==> src/verilog/fuart_pkg.sv <==
package fuart_pkg;
  // Register indices; byte address is four times the index
  localparam logic [9:0] FUART_IDX_DATA    = 10'h0c0;
  localparam logic [9:0] FUART_IDX_STATUS  = 10'h0c1;
  localparam logic [9:0] FUART_IDX_DIVISOR = 10'h0c1;
  localparam logic [9:0] FUART_IDX_TRIGGER = 10'h0c2;
  localparam logic [9:0] FUART_IDX_INT_ST  = 10'h0c3;
  localparam logic [9:0] FUART_IDX_INT_MSK = 10'h0c4;

  // Status field positions
  localparam int FUART_ST_RX_WAIT = 0;
  localparam int FUART_ST_TX_FULL = 1;

  // Reset values and the trigger enable value
  localparam logic [7:0] FUART_RST_DIVISOR = 8'h00;
  localparam logic [7:0] FUART_RST_TRIGGER = 8'h00;
  localparam logic [2:0] FUART_RST_INT_MSK = 3'h0;
  localparam logic [7:0] FUART_TRIG_ENABLE = 8'h02;

  // Frame timing
  localparam int         FUART_OVERSAMPLE = 16;
  localparam logic [3:0] FUART_TICK_LAST  = 4'hf;
  localparam logic [3:0] FUART_TICK_MID   = 4'h7;
  localparam logic [2:0] FUART_BIT_LAST   = 3'h7;

  // AXI responses
  localparam logic [1:0] FUART_RESP_OKAY   = 2'h0;
  localparam logic [1:0] FUART_RESP_SLVERR = 2'h2;

  typedef enum {TX_IDLE, TX_START, TX_DATA, TX_STOP} fuart_tx_e;
  typedef enum {RX_IDLE, RX_START, RX_DATA, RX_STOP} fuart_rx_e;

  // Interrupt events, also the layout of status and mask
  typedef struct packed {
    logic rx_overrun;
    logic tx_space;
    logic rx_avail;
  } fuart_evt_s;
endpackage

==> src/verilog/fuart_top.sv <==
// The AXI4-Lite slave port was chosen for this implementation.
`timescale 1ns/100ps
// Overview of operation
// - Software loads an 8-bit divisor through the divisor register that sets the bit rate of both directions.
// - A tick comes every divisor plus one clocks and each bit lasts sixteen ticks.
// - Transmit and receive each have a one-character holding buffer beside the shift register.
// - Every character has exactly eight data bits and no parity.
// - Each frame is one start bit, eight data bits and one stop bit.
// - Writing the data register queues the value as the next character to send; a write while the holding buffer is occupied is dropped.
// - Reading the data register returns the most recently received character.
// - Status bit 0x01 is set while a received character waits to be read.
// - Status bit 0x02 is set while the transmit holding buffer is occupied.
// - The divisor shares the status address: writes load the divisor, reads return status.
// - The serial pins are routed only after software writes the value 2 to the trigger register.
// - Lines are logic level with low as space and high as mark, idle being mark.
module fuart_top
  import fuart_pkg::*;
#(
  parameter int ADDR_W = 12
)(
  input  wire logic              SYS_CLK_I,
  input  wire logic              SYS_RST_I,
  input  wire logic [ADDR_W-1:0] S_AXI_AWADDR_I,
  input  wire logic              S_AXI_AWVALID_I,
  output logic                   S_AXI_AWREADY_O,
  input  wire logic [31:0]       S_AXI_WDATA_I,
  input  wire logic [3:0]        S_AXI_WSTRB_I,
  input  wire logic              S_AXI_WVALID_I,
  output logic                   S_AXI_WREADY_O,
  output logic [1:0]             S_AXI_BRESP_O,
  output logic                   S_AXI_BVALID_O,
  input  wire logic              S_AXI_BREADY_I,
  input  wire logic [ADDR_W-1:0] S_AXI_ARADDR_I,
  input  wire logic              S_AXI_ARVALID_I,
  output logic                   S_AXI_ARREADY_O,
  output logic [31:0]            S_AXI_RDATA_O,
  output logic [1:0]             S_AXI_RRESP_O,
  output logic                   S_AXI_RVALID_O,
  input  wire logic              S_AXI_RREADY_I,
  input  wire logic              UART_RX_I,
  output logic                   UART_TX_O,
  output logic                   UART_TX_OE_O,
  output logic                   IRQ_O
);

  logic              aw_full_reg, w_full_reg, w_lane_reg, bvalid_reg, rvalid_reg;
  logic [9:0]        aw_idx_reg, ar_idx;
  logic [7:0]        w_data_reg;
  logic [1:0]        bresp_reg, rresp_reg;
  logic [31:0]       rdata_reg;
  logic              do_write, do_read, wr_data, wr_div, rd_data, rd_int;
  logic [7:0]        divisor_reg, trigger_reg, div_cnt_reg;
  logic              pins_en, tick;
  logic [7:0]        tx_hold_reg, tx_shift_reg, rx_shift_reg, rx_hold_reg;
  logic              tx_full_reg, tx_line_reg, tx_take, rx_meta_reg, rx_sync_reg, rx_line, rx_done_reg, rx_ready_reg;
  logic [3:0]        tx_sub_reg, rx_sub_reg;
  logic [2:0]        tx_bit_reg, rx_bit_reg;
  fuart_tx_e         tx_state_reg;
  fuart_rx_e         rx_state_reg;
  fuart_evt_s        int_st_reg, int_msk_reg, evt;

  // AXI handshakes, one write and one read at a time
  assign S_AXI_AWREADY_O = !aw_full_reg && !bvalid_reg;
  assign S_AXI_WREADY_O  = !w_full_reg && !bvalid_reg;
  assign S_AXI_ARREADY_O = !rvalid_reg;
  assign S_AXI_BVALID_O  = bvalid_reg;
  assign S_AXI_BRESP_O   = bresp_reg;
  assign S_AXI_RVALID_O  = rvalid_reg;
  assign S_AXI_RDATA_O   = rdata_reg;
  assign S_AXI_RRESP_O   = rresp_reg;
  assign do_write = aw_full_reg && w_full_reg;
  assign do_read  = S_AXI_ARVALID_I && !rvalid_reg;
  assign ar_idx   = S_AXI_ARADDR_I[11:2];

  // Register access decode; byte lane 0 carries the data
  assign wr_data = do_write && w_lane_reg && (aw_idx_reg == FUART_IDX_DATA);
  assign wr_div  = do_write && w_lane_reg && (aw_idx_reg == FUART_IDX_DIVISOR);
  assign rd_data = do_read && (ar_idx == FUART_IDX_DATA);
  assign rd_int  = do_read && (ar_idx == FUART_IDX_INT_ST);

  // Write address and data capture, either order
  always_ff @(posedge SYS_CLK_I)
  begin
    if (SYS_RST_I)
    begin
      aw_full_reg <= 1'b0;
      aw_idx_reg  <= 10'h000;
      w_full_reg  <= 1'b0;
      w_data_reg  <= 8'h00;
      w_lane_reg  <= 1'b0;
    end
    else
    begin
      if (S_AXI_AWVALID_I && S_AXI_AWREADY_O)
      begin
        aw_full_reg <= 1'b1;
        aw_idx_reg  <= S_AXI_AWADDR_I[11:2];
      end
      else if (do_write)
        aw_full_reg <= 1'b0;
      if (S_AXI_WVALID_I && S_AXI_WREADY_O)
      begin
        w_full_reg <= 1'b1;
        w_data_reg <= S_AXI_WDATA_I[7:0];
        w_lane_reg <= S_AXI_WSTRB_I[0];
      end
      else if (do_write)
        w_full_reg <= 1'b0;
    end
  end

  // Write response, error on unmapped index
  always_ff @(posedge SYS_CLK_I)
  begin
    if (SYS_RST_I)
    begin
      bvalid_reg <= 1'b0;
      bresp_reg  <= FUART_RESP_OKAY;
    end
    else if (do_write)
    begin
      bvalid_reg <= 1'b1;
      case (aw_idx_reg)
        FUART_IDX_DATA, FUART_IDX_DIVISOR, FUART_IDX_TRIGGER, FUART_IDX_INT_MSK:
          bresp_reg <= FUART_RESP_OKAY;
        default:
          bresp_reg <= FUART_RESP_SLVERR;
      endcase
    end
    else if (S_AXI_BREADY_I)
      bvalid_reg <= 1'b0;
  end

  // Read data path, registered one cycle after address
  always_ff @(posedge SYS_CLK_I)
  begin
    if (SYS_RST_I)
    begin
      rvalid_reg    <= 1'b0;
      rdata_reg     <= 32'h0000_0000;
      rresp_reg     <= FUART_RESP_OKAY;
    end
    else if (do_read)
    begin
      rvalid_reg    <= 1'b1;
      rresp_reg     <= FUART_RESP_OKAY;
      rdata_reg     <= 32'h0000_0000;
      case (ar_idx)
        FUART_IDX_DATA:
          rdata_reg[7:0] <= rx_hold_reg;
        FUART_IDX_STATUS:
        begin
          rdata_reg[FUART_ST_RX_WAIT] <= rx_ready_reg;
          rdata_reg[FUART_ST_TX_FULL] <= tx_full_reg;
        end
        FUART_IDX_TRIGGER:
          rdata_reg[7:0] <= trigger_reg;
        FUART_IDX_INT_ST:
          rdata_reg[2:0] <= int_st_reg;
        FUART_IDX_INT_MSK:
          rdata_reg[2:0] <= int_msk_reg;
        default:
          rresp_reg <= FUART_RESP_SLVERR;
      endcase
    end
    else if (S_AXI_RREADY_I)
      rvalid_reg <= 1'b0;
  end

  // Control registers: divisor, pin trigger, interrupt mask
  always_ff @(posedge SYS_CLK_I)
  begin
    if (SYS_RST_I)
    begin
      divisor_reg <= FUART_RST_DIVISOR;
      trigger_reg <= FUART_RST_TRIGGER;
      int_msk_reg <= FUART_RST_INT_MSK;
    end
    else
    begin
      if (wr_div)
        divisor_reg <= w_data_reg;
      if (do_write && w_lane_reg && (aw_idx_reg == FUART_IDX_TRIGGER))
        trigger_reg <= w_data_reg;
      if (do_write && w_lane_reg && (aw_idx_reg == FUART_IDX_INT_MSK))
        int_msk_reg <= w_data_reg[2:0];
    end
  end
  assign pins_en = (trigger_reg == FUART_TRIG_ENABLE);

  // Oversampling tick every divisor plus one clocks
  always_ff @(posedge SYS_CLK_I)
  begin
    if (SYS_RST_I)
      div_cnt_reg <= 8'h00;
    else if (div_cnt_reg >= divisor_reg)
      div_cnt_reg <= 8'h00;
    else
      div_cnt_reg <= div_cnt_reg + 8'h01;
  end
  assign tick = (div_cnt_reg >= divisor_reg);

  // Transmit holding buffer
  assign tx_take = (tx_state_reg == TX_IDLE) && tx_full_reg && pins_en;
  always_ff @(posedge SYS_CLK_I)
  begin
    if (SYS_RST_I)
    begin
      tx_hold_reg <= 8'h00;
      tx_full_reg <= 1'b0;
    end
    else if (tx_take)
      tx_full_reg <= 1'b0;
    else if (wr_data && !tx_full_reg)
    begin
      tx_hold_reg <= w_data_reg;
      tx_full_reg <= 1'b1;
    end
  end

  // Transmit shifter, start, eight data bits LSB first, stop
  always_ff @(posedge SYS_CLK_I)
  begin
    if (SYS_RST_I)
    begin
      tx_state_reg <= TX_IDLE;
      tx_sub_reg   <= 4'h0;
      tx_bit_reg   <= 3'h0;
      tx_shift_reg <= 8'h00;
      tx_line_reg  <= 1'b1;
    end
    else
    begin
      case (tx_state_reg)
        TX_IDLE:
        begin
          tx_line_reg <= 1'b1;
          if (tx_take)
          begin
            tx_shift_reg <= tx_hold_reg;
            tx_sub_reg   <= 4'h0;
            tx_line_reg  <= 1'b0;
            tx_state_reg <= TX_START;
          end
        end
        TX_START, TX_DATA, TX_STOP:
        begin
          if (tick)
          begin
            tx_sub_reg <= tx_sub_reg + 4'h1;
            if (tx_sub_reg == FUART_TICK_LAST)
            begin
              case (tx_state_reg)
                TX_START:
                begin
                  tx_state_reg <= TX_DATA;
                  tx_bit_reg   <= 3'h0;
                  tx_line_reg  <= tx_shift_reg[0];
                end
                TX_DATA:
                begin
                  if (tx_bit_reg == FUART_BIT_LAST)
                  begin
                    tx_state_reg <= TX_STOP;
                    tx_line_reg  <= 1'b1;
                  end
                  else
                  begin
                    tx_bit_reg   <= tx_bit_reg + 3'h1;
                    tx_shift_reg <= {1'b0, tx_shift_reg[7:1]};
                    tx_line_reg  <= tx_shift_reg[1];
                  end
                end
                default:
                  tx_state_reg <= TX_IDLE;
              endcase
            end
          end
        end
        default:
          tx_state_reg <= TX_IDLE;
      endcase
    end
  end
  assign UART_TX_O    = pins_en ? tx_line_reg : 1'b1;
  assign UART_TX_OE_O = pins_en;

  // Receive line synchroniser
  always_ff @(posedge SYS_CLK_I)
  begin
    if (SYS_RST_I)
    begin
      rx_meta_reg <= 1'b1;
      rx_sync_reg <= 1'b1;
    end
    else
    begin
      rx_meta_reg <= UART_RX_I;
      rx_sync_reg <= rx_meta_reg;
    end
  end
  assign rx_line = pins_en ? rx_sync_reg : 1'b1;

  // Receive shifter, mid-bit sampling on the sixteen-tick grid
  always_ff @(posedge SYS_CLK_I)
  begin
    if (SYS_RST_I)
    begin
      rx_state_reg <= RX_IDLE;
      rx_sub_reg   <= 4'h0;
      rx_bit_reg   <= 3'h0;
      rx_shift_reg <= 8'h00;
      rx_done_reg  <= 1'b0;
    end
    else
    begin
      rx_done_reg <= 1'b0;
      if (tick)
      begin
        rx_sub_reg <= rx_sub_reg + 4'h1;
        case (rx_state_reg)
          RX_IDLE:
          begin
            rx_sub_reg <= 4'h0;
            if (!rx_line)
              rx_state_reg <= RX_START;
          end
          RX_START:
            if (rx_sub_reg == FUART_TICK_MID)
            begin
              rx_sub_reg   <= 4'h0;
              rx_bit_reg   <= 3'h0;
              rx_state_reg <= rx_line ? RX_IDLE : RX_DATA;
            end
          RX_DATA:
            if (rx_sub_reg == FUART_TICK_LAST)
            begin
              rx_shift_reg <= {rx_line, rx_shift_reg[7:1]};
              rx_bit_reg   <= rx_bit_reg + 3'h1;
              if (rx_bit_reg == FUART_BIT_LAST)
                rx_state_reg <= RX_STOP;
            end
          RX_STOP:
            if (rx_sub_reg == FUART_TICK_LAST)
            begin
              rx_done_reg  <= rx_line;
              rx_state_reg <= RX_IDLE;
            end
          default:
            rx_state_reg <= RX_IDLE;
        endcase
      end
    end
  end

  // Receive holding buffer and data-ready flag
  always_ff @(posedge SYS_CLK_I)
  begin
    if (SYS_RST_I)
    begin
      rx_hold_reg  <= 8'h00;
      rx_ready_reg <= 1'b0;
    end
    else if (rx_done_reg)
    begin
      rx_hold_reg  <= rx_shift_reg;
      rx_ready_reg <= 1'b1;
    end
    else if (rd_data)
      rx_ready_reg <= 1'b0;
  end

  // Sticky interrupt status, read clears, set wins
  assign evt = '{rx_overrun: rx_done_reg && rx_ready_reg && !rd_data, tx_space: tx_take, rx_avail: rx_done_reg};
  always_ff @(posedge SYS_CLK_I)
  begin
    if (SYS_RST_I)
      int_st_reg <= 3'h0;
    else if (rd_int)
      int_st_reg <= evt;
    else
      int_st_reg <= int_st_reg | evt;
  end
  assign IRQ_O = |(int_st_reg & int_msk_reg);

  // Checks; a divisor write near a tick may stretch one period, so the tick check allows it
  property p_tx_idle_mark;
    @(posedge SYS_CLK_I) disable iff (SYS_RST_I) (tx_state_reg == TX_IDLE) && !tx_take |=> UART_TX_O;
  endproperty
  a_tx_idle_mark: assert property (p_tx_idle_mark) else $error("TX not mark when idle");
  property p_start_low;
    @(posedge SYS_CLK_I) disable iff (SYS_RST_I) tx_take |=> !UART_TX_O && (tx_state_reg == TX_START);
  endproperty
  a_start_low: assert property (p_start_low) else $error("Start bit not low");
  property p_pins_gated;
    @(posedge SYS_CLK_I) disable iff (SYS_RST_I) !pins_en |-> UART_TX_O && !UART_TX_OE_O && !tx_take;
  endproperty
  a_pins_gated: assert property (p_pins_gated) else $error("Pins active before trigger");
  property p_div_load;
    @(posedge SYS_CLK_I) disable iff (SYS_RST_I) wr_div |=> divisor_reg == $past(w_data_reg);
  endproperty
  a_div_load: assert property (p_div_load) else $error("Divisor not loaded");
  property p_tick_period;
    @(posedge SYS_CLK_I) disable iff (SYS_RST_I)
    tick && !wr_div && $stable(divisor_reg) && (divisor_reg == 8'h01)
      |=> !tick ##1 (tick || $changed(divisor_reg));
  endproperty
  a_tick_period: assert property (p_tick_period) else $error("Tick period wrong");
  property p_tx_bit_edge;
    @(posedge SYS_CLK_I) disable iff (SYS_RST_I)
    ($past(tx_state_reg) != TX_IDLE) && (tx_state_reg != $past(tx_state_reg))
      |-> $past(tick) && ($past(tx_sub_reg) == FUART_TICK_LAST);
  endproperty
  a_tx_bit_edge: assert property (p_tx_bit_edge) else $error("TX bit length not sixteen ticks");
  property p_tx_queue;
    @(posedge SYS_CLK_I) disable iff (SYS_RST_I)
    wr_data && !tx_full_reg && !tx_take |=> tx_full_reg && (tx_hold_reg == $past(w_data_reg));
  endproperty
  a_tx_queue: assert property (p_tx_queue) else $error("Write not queued");
  property p_status_read;
    @(posedge SYS_CLK_I) disable iff (SYS_RST_I)
    do_read && (ar_idx == FUART_IDX_STATUS)
      |=> (S_AXI_RDATA_O == {30'h0, $past(tx_full_reg), $past(rx_ready_reg)});
  endproperty
  a_status_read: assert property (p_status_read) else $error("Status read wrong");
  property p_rd_clear;
    @(posedge SYS_CLK_I) disable iff (SYS_RST_I) rd_data && !rx_done_reg |=> !rx_ready_reg;
  endproperty
  a_rd_clear: assert property (p_rd_clear) else $error("Data ready not cleared");
  property p_overwrite;
    @(posedge SYS_CLK_I) disable iff (SYS_RST_I)
    rx_done_reg |=> rx_ready_reg && (rx_hold_reg == $past(rx_shift_reg));
  endproperty
  a_overwrite: assert property (p_overwrite) else $error("Held character not replaced");

endmodule
==> config.mk <==
export PLATFORM = sky130hd
export DESIGN_NAME = fuart_top
export DESIGN_NICKNAME = d
export VERILOG_FILES = /design/src/verilog/fuart_pkg.sv /design/src/verilog/fuart_top.sv
export SDC_FILE = /design/constraint.sdc
export NUM_CORES = 1
export LEC_CHECK = 0
export BUFFER_PORTS_ARGS = -buffer_cell sky130_fd_sc_hd__buf_2
export CORE_ASPECT_RATIO = 0.8
export CORE_MARGIN = 8
export CORE_UTILIZATION = 40
export DETAILED_ROUTE_END_ITERATION = 8
export HOLD_SLACK_MARGIN = 0.12
export PLACE_DENSITY = 0.67
export SLEW_MARGIN = 20
export SYNTH_ARGS = -nofsm -noshare
export SYNTH_HDL_FRONTEND = slang
export SYNTH_SLANG_ARGS = --single-unit
==> constraint.sdc <==
create_clock -name SYS_CLK_I -period 6.55 [get_ports SYS_CLK_I]
set_clock_uncertainty 0.15 [all_clocks]
set_input_delay 1.31 -clock SYS_CLK_I [delete_from_list [all_inputs] [get_ports SYS_CLK_I]]
set_output_delay 1.31 -clock SYS_CLK_I [all_outputs]
set_load 0.02 [all_outputs]
==> Word level (Yosys, flattened, before mapping) <==
Index checks and enable logic that the tools add are counted.
{ "op_classes": {"n_addsub": 5, "order_cmp": 1, "n_eq_ne": 34, "mux": 52, "bitwise_logic": 6, "n_reduce_logical": 51} }
{ "ops": {"columns": ["operator", "count"], "rows": [
  ["2-to-1 mux 32 bit", 9],
  ["equality test 32 x 2 -> 1 bit (second input constant)", 4],
  ["case mux 32 bit (2 select lines)", 2],
  ["case mux 32 bit (4 select lines)", 1],
  ["zero test 32 bit", 3],
  ["equality test 10 x 8 -> 1 bit (second input constant)", 9],
  ["equality test 32 x 1 -> 1 bit (second input constant)", 2],
  ["2-to-1 mux 8 bit", 5],
  ["!= test 2 bit (second input constant)", 11],
  ["logical AND 1 bit", 18],
  ["case mux 4 bit (2 select lines)", 2],
  ["case mux 8 bit (2 select lines)", 1],
  ["nonzero test 2 bit", 8],
  ["2-to-1 mux 1 bit", 15],
  ["2-to-1 mux 3 bit", 4],
  ["2-to-1 mux 4 bit", 3],
  ["case mux 3 bit (2 select lines)", 2],
  ["AND reduction 4 bit", 3],
  ["AND reduction 6 bit", 2],
  ["case mux 2 bit (5 select lines)", 1],
  ["case mux 5 bit (2 select lines)", 1],
  ["adder 4 x 1 -> 4 bit (second input constant)", 2],
  ["adder 8 x 1 -> 8 bit (second input constant)", 1],
  ["equality test 4 bit (second input constant)", 2],
  ["other kinds (20)", 38]
]} }
{ "totals": {"reg_bits": 181, "wordCells": 184} }

==> Logic depth before layout (Yosys ltp) <==
{ "logic_depth": {"ltp_word": 7, "depth_mapped": 8} }

==> Worst setup path before layout <==
Ideal clock, no wire load.
{ "synth_path": {"kind": "input-to-reg", "start": "in S_AXI_ARADDR_I[10]", "end": "reg int_st_reg[2] (netlist bit)", "setup_time_ps": 128, "t_arrival_ps": 2599, "path_slack_ps": 3674, "stages": 5, "path_buffers": 0, "cell_sequence": "nor4_1 > nand4b_1 > or4b_2 > a32oi_1 > nor2_1"} }
{ "synth_via": {"elab_chain_cells": 6, "elab_cells_between_ends": 8, "classes_between": "eq/ne: 2; mux: 1; bitwise: 1; reduce/logical: 4"} }
{ "synth_rtl": {"columns": ["item", "line", "source"], "rows": [
  ["start, declared", "fuart_top.sv:33", "input wire logic [ADDR_W-1:0] S_AXI_ARADDR_I,"],
  ["equality test 10 x 8 -> 1 bit", "fuart_top.sv:78", "assign rd_data = do_read && (ar_idx == FUART_IDX_DATA);"],
  ["logical AND 1 bit", "fuart_top.sv:78", null],
  ["zero test 1 bit", "fuart_top.sv:374", "assign evt = '{rx_overrun: rx_done_reg && rx_ready_reg && !rd_data, tx_space: tx_take, rx_avail: rx_done_reg};"],
  ["logical AND 1 bit", "fuart_top.sv:374", null],
  ["bitwise OR 3 bit", "fuart_top.sv:382", "int_st_reg <= int_st_reg | evt;"],
  ["2-to-1 mux 3 bit (*)", "fuart_top.sv:379", "else if (rd_int)"],
  ["end signal, assigned", "fuart_top.sv:380", "int_st_reg <= evt;"],
  ["end signal, assigned", "fuart_top.sv:382", null],
  ["end, declared", "fuart_top.sv:60", "fuart_evt_s int_st_reg, int_msk_reg, evt;"]
]} }
Every way passes the cells marked *; elsewhere a longest branch is shown, timed or not.
A chain may end at the register's enable or synchronous reset.

==> Worst setup path in the final report <==
{ "layout_path": {"start": "reg trigger_reg[7]", "end": "out UART_TX_O"} }
{ "layout_via": {"elab_chain_cells": 2} }
{ "layout_rtl": {"columns": ["item", "line", "source"], "rows": [
  ["start, declared", "fuart_top.sv:52", "logic [7:0] divisor_reg, trigger_reg, div_cnt_reg;"],
  ["start signal, assigned", "fuart_top.sv:184", "trigger_reg <= w_data_reg;"],
  ["equality test 8 x 2 -> 1 bit", "fuart_top.sv:189", "assign pins_en = (trigger_reg == FUART_TRIG_ENABLE);"],
  ["2-to-1 mux 1 bit", "fuart_top.sv:285", "assign UART_TX_O = pins_en ? tx_line_reg : 1'b1;"],
  ["end, declared", "fuart_top.sv:41", "output logic UART_TX_O,"]
]} }
No other way between the ends.

==> flow_summary.ini <==
[logic_synthesis]
synth_top_flop_cell = dfxtp_1
seq_area_frac_synth_pct = 44.3
yosys_warnings = 0
synth-seq-cells = 119
ys_types = 54
synth_area_sq_mm = 0.00538
syn_avg_cell_area_sq_um = 8.90
synthCells = 605
synth-edff-count = 0
async_reset_ff_share_pct = 0

[job]
maxCapViolCount = 0

[critical_path]
crit_fanout = 3
slowest_delay_ns = 0.49
slowest_stage = nor4b_1
critPathKind = flop to primary output
worstPathArrival_ns = 1.92
crit_path_start_kind = flop
required_ns = 5.09
cp_cell_sequence = nor4b_1 -> nand2_1 -> or2_2 -> buf_2
crit_buf_inv = 1
end_kind = primary output
crit_family = simple AND/OR/NAND/NOR gates

[power_and_ir_drop]
total_power_mw = 1.96
p_per_area_mw_per_mm2 = 308
cellLeakagePower_nw = 2.52
irDropWorstVdd_v = 0.000219

[clocking]
cts_tree = done
clockBufferDepth = 2
htreeDepth = 4
cts-resized-gates = 0
clk_pin_slew_worst_paths_ns = 0.06
worstSkewPairLatency_ns = 0.41
clockRootBuffer = clkbuf_16
cts_hold_buf = 0
cts_made_buffers = 17
post_cts_buffers = 0
cts_sinks = 119

[layout]
diodes = 0
final_area_sq_mm = 0.00634
nets = 739
drive_above_1_share_pct = 15.5
area_growth_pct = 17.9
n_fill_cell = 1251
utilization_pct = 47.5
fin_cells = 844
largest_reg_flops = 10

[sta]
period_needed_ns = 3.38
drv_slew = 0
worstMarginPinSlew_ns = 0.921
period_share_pct = 51.7
setup_tns_ns = 0
setup_viol = 0
hold_ws_ns = 0.269
rsz0062_at_grt = no
hold_viol = 0
worst_slack_ns = 3.17
slew_headroom_pct = 37.8
fmax_mhz = 295

[placement]
dp_hpwl_microns = 8590
place_area_sq_mm = 0.00569
pre_cts_ws_ns = 3.33
port_buffers = 54
gp_congestion = 0.825
place_inst = 812

[route]
via_per_inst = 5.11
vias = 4317
avgRoutedWirePerCell_microns = 14.2
drt_pass1_iterations = 5
drt_wl_total_microns = 12000
ant_nets = 0
drcViolationCount = 0
drt_iter0_markers = 246

[die]
start_util_pct = 40.3
die_area_sq_mm = 0.0174
core-area_sq_mm = 0.0134
die_w_microns = 146
num_rows = 38
die_y_microns = 120
io_pins = 112

[global_routing]
antenna_found_initial = 0
grt_overflow_total = 0
first_global_vias = 4299
grt_use_total_pct = 14.0
grt_max_degree = 70
grt_pass1_wl_microns = 20400

[outcome]
status = finished clean

[hold_path]
hp-class = flop to flop
-- cell usage in the layout (no fill, tap or decap), drive strengths merged, types with 3 or more instances in the layout --
cell type	Yosys	routed
nand2	58	58
nor2	65	65
xor2	4	4
dfxtp	119	119
nor4	5	5
a211oi	9	9
nand2b	22	22
nand4b	3	3
clkbuf	22	17
o22ai	9	9
inv	20	25
and2	3	3
conb	1	26
nand4	6	6
clkinv	0	4
nor3	12	12
o31ai	4	4
o21a	4	4
or4b	4	4
o21ai	17	17
ha	20	20
mux2i	48	48
a21oi	56	56
o211ai	3	3
nand3	13	13
nor4b	3	3
or4	4	4
buf	33	57
a222oi	6	6
bufinv	0	4
or2	5	5
-- worst register-to-register path, cell delays in order (launching register included) --
cell	delay [ns]
dfxtp_1	0.39
inv_1	0.06
ha_1	0.26
nand2b_1	0.14
a2111oi_1	0.82
o31ai_2	0.28
buf_4	0.27
nand2_1	0.33
mux2i_1	0.25
-- cell usage after synthesis, types with 5 or more instances --
library cell / number / share of area [%]
dfxtp_1: 119 / 44
nor2_1: 65 / 4.5
nand2_1: 58 / 4.0
a21oi_1: 56 / 5.2
mux2i_1: 48 / 8.9
buf_4: 26 / 3.6
clkbuf_1: 22 / 1.5
nand2b_1: 22 / 2.6
ha_1: 20 / 4.6
inv_1: 20 / 1.4
o21ai_0: 16 / 1.5
nand3_1: 13 / 1.2
nor3_1: 11 / 1.0
a211oi_1: 9 / 1.3
o22ai_1: 9 / 1.0
a222oi_1: 6 / 1.1
nand4_1: 6 / 0.70
or2_2: 5 / 0.58
-- path summary, 6_finish.rpt --
check / depth (start not counted) / slack (ns) / from / to
max: 4 / 3.17 / trigger_reg[7] / UART_TX_O
min: 1 / 0.27 / rx_meta_reg / rx_sync_reg
max reg2reg: 8 / 3.52 / div_cnt_reg[0] / rx_shift_reg[2]
min reg2reg: 1 / 0.27 / rx_meta_reg / rx_sync_reg
-- per-layer routing --
layer	share of wire, %	GRT usage, %	vias up
li1	-	-	2192
met1	50	18.3	2004
met2	44	21.8	108
met3	5.4	3.95	13
met4	0.96	5.26	0
met5	0	0	-
-- cell type report --
class                   count  area (sq um)  area share [%]
multi-input cells         436          2730            43.0
inverters                  20          75.1            1.18
well taps                 180           225            3.55
clock inverters            15           216            3.41
repair buffers             57           295            4.65
flip-flops and latches    119          2380            37.5
clock buffers              17           425            6.70
-- power breakdown --
group          total (mW)  switching (mW)  internal (mW)  leakage, nW
logic               0.174           0.112         0.0620         1.25
registers           0.780          0.0254          0.755        0.963
clock network        1.00           0.356          0.646        0.307
total                1.96           0.494           1.46         2.52
-- kinds of logic after synthesis --
kind of cell	count (synthesis)	share of synthesized area [%]
and+or+nand+nor	212	19.4
AOI/OAI and AO/OA	123	14.0
DFF	119	44.3
buffers and inverters	75	7.23
muxes	49	9.34
adders and majority gates	20	4.65
xor gates and xnor gates	6	0.976
other	1	0.0697
Power figures use the tool's default switching activity.
